--- config.mk ---
export PLATFORM = sky130hd
export DESIGN_NAME = uart_loopback_baud_fifo_core
export DESIGN_NICKNAME = d
export VERILOG_FILES = /design/src/uart_core_pkg.sv /design/src/uart_loopback_baud_fifo_core.sv
export SDC_FILE = /design/constraint.sdc
export NUM_CORES = 1
export LEC_CHECK = 0
export BUFFER_PORTS_ARGS = -buffer_cell sky130_fd_sc_hd__buf_2
export CAP_MARGIN = 20
export CORE_ASPECT_RATIO = 1.4
export CORE_MARGIN = 2
export CORE_UTILIZATION = 40
export DETAILED_ROUTE_END_ITERATION = 10
export PLACE_DENSITY = 0.65
export SETUP_SLACK_MARGIN = 0.5
export SLEW_MARGIN = 20
export SYNTH_ARGS = -nofsm -noshare
export SYNTH_HDL_FRONTEND = slang
export SYNTH_SLANG_ARGS = --single-unit
--- constraint.sdc ---
create_clock -name clk -period 5.8 [get_ports clk]
set_input_delay 1.16 -clock clk [delete_from_list [all_inputs] [get_ports clk]]
set_output_delay 1.16 -clock clk [all_outputs]
set_load 0.01 [all_outputs]
--- src/uart_core_pkg.sv ---
// constants and types for the serial port core
package uart_core_pkg;
   // ----------------------------------------
   // register offsets
   // ----------------------------------------
   localparam logic [2:0] OFF_DATA = 3'h0;
   localparam logic [2:0] OFF_IRQ_EN = 3'h1;
   localparam logic [2:0] OFF_FIFO_CTRL = 3'h2;
   localparam logic [2:0] OFF_LINE_FORMAT = 3'h3;
   localparam logic [2:0] OFF_LOOPBACK = 3'h4;
   localparam logic [2:0] OFF_LINE_STATUS = 3'h5;
   localparam logic [2:0] OFF_SCRATCH = 3'h7;
   // ----------------------------------------
   // field positions
   // ----------------------------------------
   localparam int LOOP_BIT = 4;
   localparam int DIV_ACCESS_BIT = 7;
   localparam int BREAK_BIT = 6;
   localparam int STICK_BIT = 5;
   localparam int EVEN_BIT = 4;
   localparam int PAR_EN_BIT = 3;
   localparam int STOP2_BIT = 2;
   localparam int RX_IRQ_EN_BIT = 0;
   localparam int TX_IRQ_EN_BIT = 1;
   localparam int FIFO_EN_BIT = 0;
   localparam int STAT_READY_BIT = 0;
   localparam int STAT_THR_EMPTY_BIT = 5;
   localparam int STAT_TX_IDLE_BIT = 6;
   // ----------------------------------------
   // reset values and sizes
   // ----------------------------------------
   localparam logic [7:0] RST_BYTE = 8'h00;
   localparam logic [15:0] RST_DIVISOR = 16'h0000;
   localparam int FIFO_DEPTH = 16;
   localparam logic [4:0] FIFO_FULL_CNT = 5'h10;
   localparam logic [4:0] SINGLE_CNT = 5'h01;
   // ----------------------------------------
   // sample-tick timing per bit
   // ----------------------------------------
   localparam logic [5:0] TICKS_BIT = 6'h10;
   localparam logic [5:0] TICKS_STOP_HALF = 6'h18;
   localparam logic [5:0] TICKS_STOP_TWO = 6'h20;
   localparam logic [5:0] TICKS_MID = 6'h08;
   localparam int BASE_CHAR_BITS = 5;
   // ----------------------------------------
   // state machines
   // ----------------------------------------
   typedef enum logic [2:0] {
      TX_IDLE = 3'b000,
      TX_START = 3'b001,
      TX_DATA = 3'b010,
      TX_PAR = 3'b011,
      TX_STOP = 3'b100
   } tx_state_e;
   typedef enum logic [2:0] {
      RX_IDLE = 3'b000,
      RX_START = 3'b001,
      RX_DATA = 3'b010,
      RX_PAR = 3'b011,
      RX_STOP = 3'b100
   } rx_state_e;
   // ----------------------------------------
   // host register access
   // ----------------------------------------
   typedef struct packed {
      logic [2:0] addr;
      logic wr;
      logic rd;
      logic [7:0] wdata;
   } host_req_s;
endpackage

--- src/uart_loopback_baud_fifo_core.sv ---
// serial port core: loopback, baud generator, byte fifos, scratch
//
// Functional notes
// control register is 8 bits; only bit 4 acts.
// loopback set forces the transmit pin high.
// loopback set ignores receive pin; transmit shifter feeds receiver.
// baud generator divides input clock by divisor 1 to 65535.
// generator output runs at sixteen times the bit rate.
// divisor held in two writable 8-bit latches, one 16-bit value.
// writing either divisor latch reloads the baud counter at once.
// host writes both divisor latches before using serial transfers.
// receive buffer is a 16-byte fifo timed by the 16x clock.
// receive shifter assembles serial bits and pushes characters.
// line format register sets length, stop bits and parity.
// non-fifo mode: received character with enable bit 0 raises interrupt.
// non-fifo mode: reading the character withdraws that interrupt.
// fifo mode: interrupts follow fifo control configuration.
// 8-bit scratch register stored and returned, no other effect.
// transmit holding is a 16-byte fifo filled from the host.
// next character moves to transmit shifter only when it is idle.
// non-fifo mode: empty holding with enable bit 1 raises interrupt.
// non-fifo mode: loading a character clears that interrupt.
// divisor latches reached only with access bit 7 set.
// two low format bits select five to eight data bits.
// loopback resets cleared.
`timescale 1ns/1ps
module uart_loopback_baud_fifo_core (
   // clock and reset
   input wire logic clk,
   input wire logic sys_rst,
   // host register port
   input wire uart_core_pkg::host_req_s host_req,
   output logic [7:0] reg_rdata,
   output logic irq,
   // serial lines
   input wire logic serial_rx_pin,
   output logic serial_tx_pin
);
   import uart_core_pkg::*;

   // ----------------------------------------
   // helpers
   // ----------------------------------------
   function automatic logic [7:0] char_mask(input logic [1:0] len);
      char_mask = 8'h1F;
      case (len)
         2'b01: char_mask = 8'h3F;
         2'b10: char_mask = 8'h7F;
         2'b11: char_mask = 8'hFF;
         default: char_mask = 8'h1F;
      endcase
   endfunction

   function automatic logic [2:0] last_bit(input logic [1:0] len);
      last_bit = 3'(BASE_CHAR_BITS - 1) + 3'(len);
   endfunction

   // ----------------------------------------
   // registers
   // ----------------------------------------
   logic [7:0] line_loopback_control;
   logic [7:0] line_format_control;
   logic [7:0] irq_enable;
   logic [7:0] fifo_ctrl;
   logic [7:0] scratchpad;
   logic [7:0] div_lo;
   logic [7:0] div_hi;
   logic [15:0] baud_cnt;
   logic baud_tick;

   logic divisor_access_select;
   logic loop_on;
   logic fifo_mode;
   logic rx_data_irq_enable;
   logic tx_empty_irq_enable;
   logic wr_data;
   logic rd_data;
   logic [4:0] fifo_cap;

   assign divisor_access_select = line_format_control[DIV_ACCESS_BIT];
   assign loop_on = line_loopback_control[LOOP_BIT];
   assign fifo_mode = fifo_ctrl[FIFO_EN_BIT];
   assign rx_data_irq_enable = irq_enable[RX_IRQ_EN_BIT];
   assign tx_empty_irq_enable = irq_enable[TX_IRQ_EN_BIT];
   assign fifo_cap = fifo_mode ? FIFO_FULL_CNT : SINGLE_CNT;
   assign wr_data = host_req.wr && host_req.addr == OFF_DATA &&
                    !divisor_access_select;
   assign rd_data = host_req.rd && host_req.addr == OFF_DATA &&
                    !divisor_access_select;

   // ----------------------------------------
   // register writes
   // ----------------------------------------
   always_ff @(posedge clk or posedge sys_rst) begin
      if (sys_rst) begin
         line_loopback_control <= RST_BYTE;
         line_format_control <= RST_BYTE;
         irq_enable <= RST_BYTE;
         fifo_ctrl <= RST_BYTE;
         scratchpad <= RST_BYTE;
         div_lo <= RST_DIVISOR[7:0];
         div_hi <= RST_DIVISOR[15:8];
      end else if (host_req.wr) begin
         if (host_req.addr == OFF_DATA && divisor_access_select) begin
            div_lo <= host_req.wdata;
         end else if (host_req.addr == OFF_IRQ_EN &&
                      divisor_access_select) begin
            div_hi <= host_req.wdata;
         end else if (host_req.addr == OFF_IRQ_EN) begin
            irq_enable <= host_req.wdata;
         end else if (host_req.addr == OFF_FIFO_CTRL) begin
            fifo_ctrl <= host_req.wdata;
         end else if (host_req.addr == OFF_LINE_FORMAT) begin
            line_format_control <= host_req.wdata;
         end else if (host_req.addr == OFF_LOOPBACK) begin
            line_loopback_control <= host_req.wdata;
         end else if (host_req.addr == OFF_SCRATCH) begin
            scratchpad <= host_req.wdata;
         end
      end
   end

   // ----------------------------------------
   // baud generator
   // ----------------------------------------
   logic div_write;
   logic [15:0] next_divisor;

   assign div_write = host_req.wr && divisor_access_select &&
                      (host_req.addr == OFF_DATA ||
                       host_req.addr == OFF_IRQ_EN);
   always_comb begin
      next_divisor = {div_hi, div_lo};
      if (div_write && host_req.addr == OFF_DATA) begin
         next_divisor = {div_hi, host_req.wdata};
      end else if (div_write) begin
         next_divisor = {host_req.wdata, div_lo};
      end
   end

   always_ff @(posedge clk or posedge sys_rst) begin
      if (sys_rst) begin
         baud_cnt <= RST_DIVISOR;
         baud_tick <= 1'b0;
      end else if (div_write) begin
         baud_cnt <= next_divisor;
         baud_tick <= 1'b0;
      end else if ({div_hi, div_lo} == 16'h0000) begin
         baud_cnt <= 16'h0000; // divisor zero: generator stopped
         baud_tick <= 1'b0;
      end else if (baud_cnt <= 16'h0001) begin
         baud_cnt <= {div_hi, div_lo};
         baud_tick <= 1'b1;
      end else begin
         baud_cnt <= baud_cnt - 16'h0001;
         baud_tick <= 1'b0;
      end
   end

   // ----------------------------------------
   // transmit holding fifo
   // ----------------------------------------
   logic [7:0] tx_mem [FIFO_DEPTH];
   logic [3:0] tx_wptr;
   logic [3:0] tx_rptr;
   logic [4:0] tx_count;
   logic tx_push;
   logic tx_pop;
   tx_state_e tx_state;

   assign tx_push = wr_data && tx_count < fifo_cap;
   assign tx_pop = tx_state == TX_IDLE && tx_count != 5'h00;

   always_ff @(posedge clk) begin
      if (tx_push) begin
         tx_mem[tx_wptr] <= host_req.wdata;
      end
   end

   always_ff @(posedge clk or posedge sys_rst) begin
      if (sys_rst) begin
         tx_wptr <= 4'h0;
         tx_rptr <= 4'h0;
         tx_count <= 5'h00;
      end else begin
         if (tx_push) begin
            tx_wptr <= tx_wptr + 4'h1;
         end
         if (tx_pop) begin
            tx_rptr <= tx_rptr + 4'h1;
         end
         tx_count <= tx_count + 5'(tx_push) - 5'(tx_pop);
      end
   end

   // ----------------------------------------
   // transmit shifter
   // ----------------------------------------
   logic [7:0] transmit_shifter;
   logic [5:0] tx_ticks;
   logic [2:0] tx_bit;
   logic tx_line;
   logic [5:0] stop_len;

   always_comb begin
      stop_len = TICKS_BIT;
      if (line_format_control[STOP2_BIT]) begin
         stop_len = (line_format_control[1:0] == 2'b00) ?
                    TICKS_STOP_HALF : TICKS_STOP_TWO;
      end
   end

   always_ff @(posedge clk or posedge sys_rst) begin
      if (sys_rst) begin
         tx_state <= TX_IDLE;
         transmit_shifter <= RST_BYTE;
         tx_ticks <= 6'h00;
         tx_bit <= 3'h0;
         tx_line <= 1'b1;
      end else begin
         case (tx_state)
            TX_IDLE: begin
               tx_line <= 1'b1;
               if (tx_pop) begin
                  transmit_shifter <= tx_mem[tx_rptr];
                  tx_state <= TX_START;
                  tx_ticks <= 6'h00;
               end
            end
            TX_START: begin
               tx_line <= 1'b0;
               if (baud_tick) begin
                  tx_ticks <= tx_ticks + 6'h01;
                  if (tx_ticks == TICKS_BIT - 6'h01) begin
                     tx_ticks <= 6'h00;
                     tx_bit <= 3'h0;
                     tx_state <= TX_DATA;
                  end
               end
            end
            TX_DATA: begin
               tx_line <= transmit_shifter[tx_bit];
               if (baud_tick) begin
                  tx_ticks <= tx_ticks + 6'h01;
                  if (tx_ticks == TICKS_BIT - 6'h01) begin
                     tx_ticks <= 6'h00;
                     tx_bit <= tx_bit + 3'h1;
                     if (tx_bit == last_bit(line_format_control[1:0])) begin
                        tx_state <= line_format_control[PAR_EN_BIT] ?
                                    TX_PAR : TX_STOP;
                     end
                  end
               end
            end
            TX_PAR: begin
               if (line_format_control[STICK_BIT]) begin
                  tx_line <= !line_format_control[EVEN_BIT];
               end else begin
                  tx_line <= ^(transmit_shifter &
                               char_mask(line_format_control[1:0])) ^
                             !line_format_control[EVEN_BIT];
               end
               if (baud_tick) begin
                  tx_ticks <= tx_ticks + 6'h01;
                  if (tx_ticks == TICKS_BIT - 6'h01) begin
                     tx_ticks <= 6'h00;
                     tx_state <= TX_STOP;
                  end
               end
            end
            TX_STOP: begin
               tx_line <= 1'b1;
               if (baud_tick) begin
                  tx_ticks <= tx_ticks + 6'h01;
                  if (tx_ticks == stop_len - 6'h01) begin
                     tx_ticks <= 6'h00;
                     tx_state <= TX_IDLE;
                  end
               end
            end
            default: tx_state <= TX_IDLE;
         endcase
      end
   end

   always_ff @(posedge clk or posedge sys_rst) begin
      if (sys_rst) begin
         serial_tx_pin <= 1'b1;
      end else if (loop_on) begin
         serial_tx_pin <= 1'b1;
      end else if (line_format_control[BREAK_BIT]) begin
         serial_tx_pin <= 1'b0;
      end else begin
         serial_tx_pin <= tx_line;
      end
   end

   // ----------------------------------------
   // receive shifter
   // ----------------------------------------
   logic rx_in;
   logic [7:0] receive_shifter;
   logic [5:0] rx_ticks;
   logic [2:0] rx_bit;
   logic rx_done;
   rx_state_e rx_state;

   assign rx_in = loop_on ? tx_line : serial_rx_pin;

   always_ff @(posedge clk or posedge sys_rst) begin
      if (sys_rst) begin
         rx_state <= RX_IDLE;
         receive_shifter <= RST_BYTE;
         rx_ticks <= 6'h00;
         rx_bit <= 3'h0;
         rx_done <= 1'b0;
      end else begin
         rx_done <= 1'b0;
         if (baud_tick) begin
            rx_ticks <= rx_ticks + 6'h01;
            case (rx_state)
               RX_IDLE: begin
                  rx_ticks <= 6'h00;
                  if (!rx_in) begin
                     rx_state <= RX_START;
                  end
               end
               RX_START: begin
                  if (rx_ticks == TICKS_MID - 6'h01) begin
                     rx_ticks <= 6'h00;
                     rx_bit <= 3'h0;
                     receive_shifter <= RST_BYTE;
                     rx_state <= rx_in ? RX_IDLE : RX_DATA;
                  end
               end
               RX_DATA: begin
                  if (rx_ticks == TICKS_BIT - 6'h01) begin
                     rx_ticks <= 6'h00;
                     receive_shifter[rx_bit] <= rx_in;
                     rx_bit <= rx_bit + 3'h1;
                     if (rx_bit == last_bit(line_format_control[1:0])) begin
                        rx_state <= line_format_control[PAR_EN_BIT] ?
                                    RX_PAR : RX_STOP;
                     end
                  end
               end
               RX_PAR: begin
                  if (rx_ticks == TICKS_BIT - 6'h01) begin
                     rx_ticks <= 6'h00;
                     rx_state <= RX_STOP;
                  end
               end
               RX_STOP: begin
                  if (rx_ticks == TICKS_BIT - 6'h01) begin
                     rx_ticks <= 6'h00;
                     rx_done <= 1'b1;
                     rx_state <= RX_IDLE;
                  end
               end
               default: rx_state <= RX_IDLE;
            endcase
         end
      end
   end

   // ----------------------------------------
   // receive buffer fifo
   // ----------------------------------------
   logic [7:0] rx_mem [FIFO_DEPTH];
   logic [3:0] rx_wptr;
   logic [3:0] rx_rptr;
   logic [4:0] rx_count;
   logic rx_push;
   logic rx_pop;

   assign rx_push = rx_done && rx_count < fifo_cap;
   assign rx_pop = rd_data && rx_count != 5'h00;

   always_ff @(posedge clk) begin
      if (rx_push) begin
         rx_mem[rx_wptr] <= receive_shifter;
      end
   end

   always_ff @(posedge clk or posedge sys_rst) begin
      if (sys_rst) begin
         rx_wptr <= 4'h0;
         rx_rptr <= 4'h0;
         rx_count <= 5'h00;
      end else begin
         if (rx_push) begin
            rx_wptr <= rx_wptr + 4'h1;
         end
         if (rx_pop) begin
            rx_rptr <= rx_rptr + 4'h1;
         end
         rx_count <= rx_count + 5'(rx_push) - 5'(rx_pop);
      end
   end

   // ----------------------------------------
   // interrupt request
   // ----------------------------------------
   logic tx_holding_empty;
   logic [4:0] rx_trigger;
   logic rx_irq;
   logic tx_irq;

   assign tx_holding_empty = tx_count == 5'h00;
   always_comb begin
      case (fifo_ctrl[7:6])
         2'b01: rx_trigger = 5'h04;
         2'b10: rx_trigger = 5'h08;
         2'b11: rx_trigger = 5'h0E;
         default: rx_trigger = 5'h01;
      endcase
   end
   // fifo mode: receive level reaches trigger, transmit fifo empty
   assign rx_irq = fifo_mode ? (rx_count >= rx_trigger) :
                   (rx_count != 5'h00);
   assign tx_irq = tx_holding_empty;

   always_ff @(posedge clk or posedge sys_rst) begin
      if (sys_rst) begin
         irq <= 1'b0;
      end else begin
         irq <= (rx_irq && rx_data_irq_enable) ||
                (tx_irq && tx_empty_irq_enable);
      end
   end

   // ----------------------------------------
   // register reads
   // ----------------------------------------
   always_ff @(posedge clk or posedge sys_rst) begin
      if (sys_rst) begin
         reg_rdata <= RST_BYTE;
      end else if (host_req.rd) begin
         if (host_req.addr == OFF_DATA && divisor_access_select) begin
            reg_rdata <= div_lo;
         end else if (host_req.addr == OFF_DATA) begin
            reg_rdata <= rx_count != 5'h00 ? rx_mem[rx_rptr] : RST_BYTE;
         end else if (host_req.addr == OFF_IRQ_EN &&
                      divisor_access_select) begin
            reg_rdata <= div_hi;
         end else if (host_req.addr == OFF_IRQ_EN) begin
            reg_rdata <= irq_enable;
         end else if (host_req.addr == OFF_FIFO_CTRL) begin
            reg_rdata <= fifo_ctrl;
         end else if (host_req.addr == OFF_LINE_FORMAT) begin
            reg_rdata <= line_format_control;
         end else if (host_req.addr == OFF_LOOPBACK) begin
            reg_rdata <= line_loopback_control;
         end else if (host_req.addr == OFF_LINE_STATUS) begin
            reg_rdata <= RST_BYTE;
            reg_rdata[STAT_READY_BIT] <= rx_count != 5'h00;
            reg_rdata[STAT_THR_EMPTY_BIT] <= tx_holding_empty;
            reg_rdata[STAT_TX_IDLE_BIT] <= tx_holding_empty &&
                                            tx_state == TX_IDLE;
         end else if (host_req.addr == OFF_SCRATCH) begin
            reg_rdata <= scratchpad;
         end else begin
            reg_rdata <= RST_BYTE;
         end
      end
   end
endmodule

Yosys cells after proc, flatten, opt, wreduce, memory -nomap -nowiden
Memories as Yosys holds them, arrays and structs flattened. A register that Yosys moved wholly into a read port is not among the register bits. Cells that the tools add are included.

Bits in registers: 143. Memory bits (writable): 256. Logic and storage cells: 234. Memories: 2.

Memories: rx_mem (words 16, width 8, read ports 1, clocked after memory_dff 0, write ports 1, RTL line uart_loopback_baud_fifo_core.sv:369) `logic [7:0] rx_mem [FIFO_DEPTH];`; tx_mem (words 16, width 8, read ports 1, clocked after memory_dff 1, write ports 1, RTL line uart_loopback_baud_fifo_core.sv:163) `logic [7:0] tx_mem [FIFO_DEPTH];`.

$add $sub $neg: 15. Order comparisons: 7. Equality and inequality tests: 43. Muxes and demuxes: 82. Bitwise logic cells: 8. Reduce and logical (&&, ||, !) cells: 50.

Operators by type and width (count): 8-bit two-way mux (14); 3-bit two-way mux (23); 16-bit two-way mux (4); 6-bit two-way mux (9); 6-bit case mux with 3 select lines (2); 2-bit != test (second input constant) (16); 3-bit case mux with 5 select lines (2); 8-bit case mux with 3 select lines (1); 3-bit by 2-bit == test with 1-bit output (second input constant) (6); 1-bit logical AND (17); 1-bit two-way mux (17); 4-bit by 1-bit adder with 4-bit output (second input constant) (4); 16-bit by 1-bit less-or-equal comparator with 1-bit output (second input constant) (1); 16-bit zero test (1); 8-bit case mux with 2 select lines (1); 16-bit by 1-bit subtractor with 16-bit output (second input constant) (1); 3-bit == test (second input constant) (5); 7-bit AND reduction (2); 6-bit by 1-bit adder with 6-bit output (second input constant) (2); 6-bit by 4-bit == test with 1-bit output (second input constant) (2); 3-bit case mux with 2 select lines (2); 4-bit case mux with 3 select lines (1); 4-bit AND reduction (3); 5-bit by 1-bit adder with 5-bit output (2); other kinds (42) (67).

Logic depth before layout (Yosys ltp)
Depth in word-level cells: 10. Gate-level depth with buffers: 16. Depth with buffers taken out: 16.

Worst setup path after synthesis
Ideal clock, no wire load.

Path type: input to register. From: input port host_req[11] (netlist name). To: register tx_count[4]. Arrival time: 3.701 ns. Data required time: 5.720 ns. Setup slack: 2.019 ns. Cell stages on the path: 13. Cells stage by stage: buf_6 or3_4 or4b_4 a21oi_4 inv_1 ha_1 inv_1 ha_1 fa_1 a21oi_1 nor2_1 nor2_1 xnor2_1.

Longest elaborated chain between the ends: 6.

Ends and longest elaborated chain: start, declared (RTL line uart_loopback_baud_fifo_core.sv:32) `input wire uart_core_pkg::host_req_s host_req,`; 3-bit zero test (RTL line uart_loopback_baud_fifo_core.sv:86) `assign wr_data = host_req.wr && host_req.addr == OFF_DATA &&`; 1-bit logical AND (2 in a row) (RTL line uart_loopback_baud_fifo_core.sv:86); 1-bit logical AND (RTL line uart_loopback_baud_fifo_core.sv:171) `assign tx_push = wr_data && tx_count < fifo_cap;`; 5-bit by 1-bit adder with 5-bit output (RTL line uart_loopback_baud_fifo_core.sv:192) `tx_count <= tx_count + 5'(tx_push) - 5'(tx_pop);`; 5-bit by 1-bit subtractor with 5-bit output (RTL line uart_loopback_baud_fifo_core.sv:192); end signal, assigned (RTL line uart_loopback_baud_fifo_core.sv:192); end, declared (RTL line uart_loopback_baud_fifo_core.sv:166) `logic [4:0] tx_count;`.

No other way between the ends. A chain may end at the register's enable or synchronous reset.

Worst setup path in the final report
From: register tx_count[2]. To: register tx_count[4].

Longest elaborated chain between the ends: 4. Elaborated cells on any way between the ends: 6.

Ends and longest elaborated chain (RTL line): 5-bit less-than comparator (uart_loopback_baud_fifo_core.sv:171); 1-bit logical AND (uart_loopback_baud_fifo_core.sv:171); 5-bit by 1-bit adder with 5-bit output (uart_loopback_baud_fifo_core.sv:192); 5-bit by 1-bit subtractor with 5-bit output (*) (uart_loopback_baud_fifo_core.sv:192).

Every way passes the cells marked *; elsewhere a longest branch is shown, timed or not.

==> impl_metrics.py <==
metrics = {
    "logic_synthesis": {
        "yosysTopAreaCell": "edfxtp_1",
        "synth-edff-count": 256,
        "yosys_warnings": 0,
        "ys.flop_type": "edfxtp_1",
        "synthTopCellsByArea": "edfxtp_1, dfrtp_1, mux4_2, mux2_2, ha_1",
        "synthArstFlopShare_pct": 37.1,
        "syn_area_per_cell_um2": 14.3,
        "synth_top_area_share_pct": 42.0,
        "synth_nets": 1339,
        "syn_area_mm2": 0.0183,
        "synth_most_common_cell": "edfxtp_1",
        "ys_ff_latch": 407,
        "ys_top_cells_by_count": "edfxtp_1, dfrtp_1, nand2_1",
        "synth_seq_area_share_pct": 62.6,
        "syn_inst": 1283,
        "synth_cell_type_count": 78,
    },
    "setup_path": {
        "reg2reg_slack_ps": 1880,
        "worst_setup_path_start_kind": "register",
        "end_kind": "register",
        "crit_slowest_cell": "nor4b_1",
        "path_class": "reg -> reg",
        "required_ps": 6290,
        "critPathArrivalTime_ps": 4410,
        "worst_path_largest_cell_delay_ps": 810,
        "worstReg2RegEnd": "tx_count[4]$_DFF_PP0_",
        "path_cells": "inv_1 > ha_1 > nor4b_1 > buf_4 > or4_1 > inv_1 > ha_1 > inv_1 > ha_1 > fa_1 > a21oi_1 > nor2_1 > nor2_1 > xnor2_1",
        "path_max_fanout": 12,
        "ff2ff_path_depth": 14,
        "r2r-start": "tx_count[2]$_DFF_PP0_",
    },
    "routing": {
        "routed_wirelength_um": 42300,
        "avgRoutedWirePerCell_um": 21.7,
        "ant_nets": 0,
        "drc": 0,
        "routed_via_density": 5.57,
        "drt-initial-drc-count": 807,
        "vias": 10900,
        "first_pass_iters": 5,
    },
    "floorplanning": {
        "die_area_mm2": 0.0475,
        "placementRows": 92,
        "fp.dieW_um": 185,
        "core_area_mm2": 0.0451,
        "start_util_pct": 40.6,
        "die_h_um": 257,
        "io-pin-count": 26,
    },
    "cts": {
        "cts_resized": 0,
        "clkSlewWorstSetupHoldPaths_ps": 60,
        "cts_buffer_depth": 3,
        "holdBufCountCts": 0,
        "cts_sinks": 407,
        "cts_root_buf": "clkbuf_16",
        "cts_setup_buffers": 0,
        "htreeDepth": 2,
        "cts_buffers": 42,
        "insertion_delay_ps": 580,
        "tritoncts": "built",
    },
    "global_routing": {
        "gr-total-overflow": 0,
        "grtUsageTotal_pct": 18.3,
        "antenna_found_initial": 0,
        "grt_pass1_vias": 11200,
        "grt_pass1_wl_um": 66000,
        "grt_max_degree": 89,
    },
    "run_status": {
        "status": "completed",
    },
    "sta": {
        "worst_pin_slew_ps": 1110,
        "max_freq_mhz": 255,
        "skew_ps": 15.1,
        "tns_ps": 0,
        "slew_violations": 0,
        "rsz0062_at_grt": "no",
        "period_needed_ps": 3920,
        "post-route-period-util_pct": 67.5,
        "relSlewSlack_pct": 25.3,
        "setup_viol": 0,
        "finalHoldViolations": 0,
    },
    "placement": {
        "dp_cells": 1870,
        "portBuffers": 25,
        "routabilityCongestion": 0.842,
        "hpwl_um": 28800,
    },
    "pwr": {
        "clockPowerShare_pct": 37.3,
        "power.switching_w": 0.00209,
        "swShare_pct": 27.3,
        "p_leak_nw": 7.73,
        "p_seq_share_pct": 47.6,
        "combPwrFrac_pct": 15.1,
        "irDropWorstVdd_uv": 254,
        "p_int_w": 0.00556,
        "powerDensity_mw_per_mm2": 372,
    },
    "layout": {
        "nets": 1360,
        "fin_cells": 1947,
        "layout-drive-gt1-share_pct": 19.7,
        "synthToLayoutAreaGrowth_pct": 12.3,
        "num_antenna_cells": 0,
    },
    "job": {
        "cap_violations": 0,
    },
    "min_path": {
        "hold_start": "irq_enable[7]$_DFFE_PP0P_",
        "min_path_cells": 1,
        "min_path_type": "reg -> reg",
        "min_to": "irq_enable[7]$_DFFE_PP0P_",
    },
}
-- critical path, delay by kind of cell (launching register included) --
kind | cells | cell delay (ps)
and+or+nand+nor | 4 | 1330
adders and majority gates | 4 | 1140
buffers and inverters | 4 | 730
DFF | 1 | 380
AOI/OAI and AO/OA | 1 | 140
xor gates and xnor gates | 1 | 130
-- power by group through the flow --
stage / sequential, W / clock, W / combinational, W
4_1_cts: 0.00363 / 0.00291 / 0.00117
2_1_floorplan: 0.00354 / 0 / 0.000939
3_3_place_gp: 0.00368 / 0 / 0.00114
5_1_grt: 0.00367 / 0.00302 / 0.00130
3_5_place_dp: 0.00368 / 0 / 0.00116
6_report: 0.00364 / 0.00285 / 0.00116
-- area by class of cell --
class | count | area [um^2]
clock buffers | 51 | 1130
clock inverters | 25 | 340
fillers | 3973 | 24600
inverters | 48 | 185
multi-input cells | 762 | 6420
flip-flops and latches | 407 | 11500
well taps | 611 | 764
repair buffers | 43 | 256
-- cells by family (layout without fill, tap and decap cells) --
| logic type | Yosys count | in the layout | synth area share (%) |
|---|---|---|---|
| XOR/XNOR | 39 | 39 | 2.02 |
| AO/OA/AOI/OAI | 240 | 240 | 8.81 |
| buffers and inverters | 114 | 167 | 2.45 |
| flip-flops | 407 | 407 | 62.6 |
| adder cells (fa/ha/maj) | 40 | 40 | 2.81 |
| AND/OR/NAND/NOR | 300 | 300 | 8.17 |
| multiplexers | 143 | 143 | 13.1 |
-- state kept, by name (all words and copies together), names as in the netlist, 5 cells and up --
register	flops
reg_rdata	8
transmit_shifter	8
receive_shifter	8
rx_ticks	6
rx_mem	128
tx_mem	128
fifo_ctrl	8
div_lo	8
div_hi	8
scratchpad	8
line_format_control	8
tx_ticks	6
baud_cnt	16
rx_count	5
tx_count	5
irq_enable	8
line_loopback_control	8
-- worst max path at each step --
stage / startpoint / to / depth (start not counted)
floorplan: sys_rst / baud_cnt[0]$_DFF_PP0_ / 1
global placement: host_req[10] / tx_count[4]$_DFF_PP0_ / 13
detailed placement: host_req[10] / tx_count[4]$_DFF_PP0_ / 13
CTS: tx_count[2]$_DFF_PP0_ / tx_count[4]$_DFF_PP0_ / 14
global route: tx_count[2]$_DFF_PP0_ / tx_count[4]$_DFF_PP0_ / 14
finish: tx_count[2]$_DFF_PP0_ / tx_count[4]$_DFF_PP0_ / 14
-- layer usage --
layer	track usage [%]	vias to the layer above	wire length [um]	share of wire, %
met1	21.8	5534	16800	40
met5	0	-	0	0
met4	9.59	0	2340	5.5
li1	-	4953	-	-
met3	3.45	103	1660	3.9
met2	31.3	263	21500	51
-- cells in the final DEF, fill, tap and decap left out, types with 5 or more instances in the layout --
| master | netlist | layout |
|---|---|---|
| clkbuf_1 | 51 | 7 |
| mux2i_1 | 13 | 13 |
| inv_1 | 47 | 46 |
| a221o_1 | 7 | 7 |
| a21o_1 | 5 | 5 |
| a21oi_1 | 28 | 28 |
| mux2_2 | 58 | 58 |
| nor2_1 | 61 | 61 |
| bufinv_16 | 0 | 7 |
| o21ai_0 | 84 | 84 |
| nand3_1 | 18 | 18 |
| clkinv_2 | 0 | 6 |
| a22o_1 | 24 | 24 |
| nand2_1 | 98 | 98 |
| nor4_1 | 15 | 15 |
| nor3_1 | 20 | 17 |
| o31ai_1 | 7 | 7 |
| a22oi_1 | 6 | 6 |
| nand2b_1 | 13 | 13 |
| o211ai_1 | 6 | 6 |
| ha_1 | 38 | 38 |
| edfxtp_1 | 256 | 256 |
| buf_2 | 10 | 25 |
| nand4_1 | 13 | 13 |
| mux4_2 | 72 | 72 |
| xor2_1 | 9 | 9 |
| and2_1 | 7 | 7 |
| clkbuf_16 | 0 | 43 |
| nor3b_1 | 6 | 6 |
| o22ai_1 | 12 | 12 |
| xnor2_1 | 28 | 28 |
| buf_4 | 0 | 17 |
| a31oi_1 | 9 | 9 |
| nor2b_1 | 14 | 14 |
| and3_1 | 9 | 9 |
| dfrtp_1 | 149 | 147 |
| a211oi_1 | 5 | 5 |
-- metrics by stage --
stage | cell area (um^2) | power [W] | util, % | setup slack [ps] | hold WS (ps)
final | 20600 | 0.00765 | 45.6 | 1880 | 505
after CTS | 20500 | 0.00771 | 45.5 | 1940 | 508
after floorplan | 18300 | 0.00448 | - | 579 | 459
after global routing | 20600 | 0.00799 | 45.6 | 1760 | 516
after detailed placement | 19100 | 0.00485 | 42.3 | 1500 | 494
after global placement | 19100 | 0.00482 | 42.3 | 1540 | 483
Note: power is estimated with default switching activity, not from simulation.
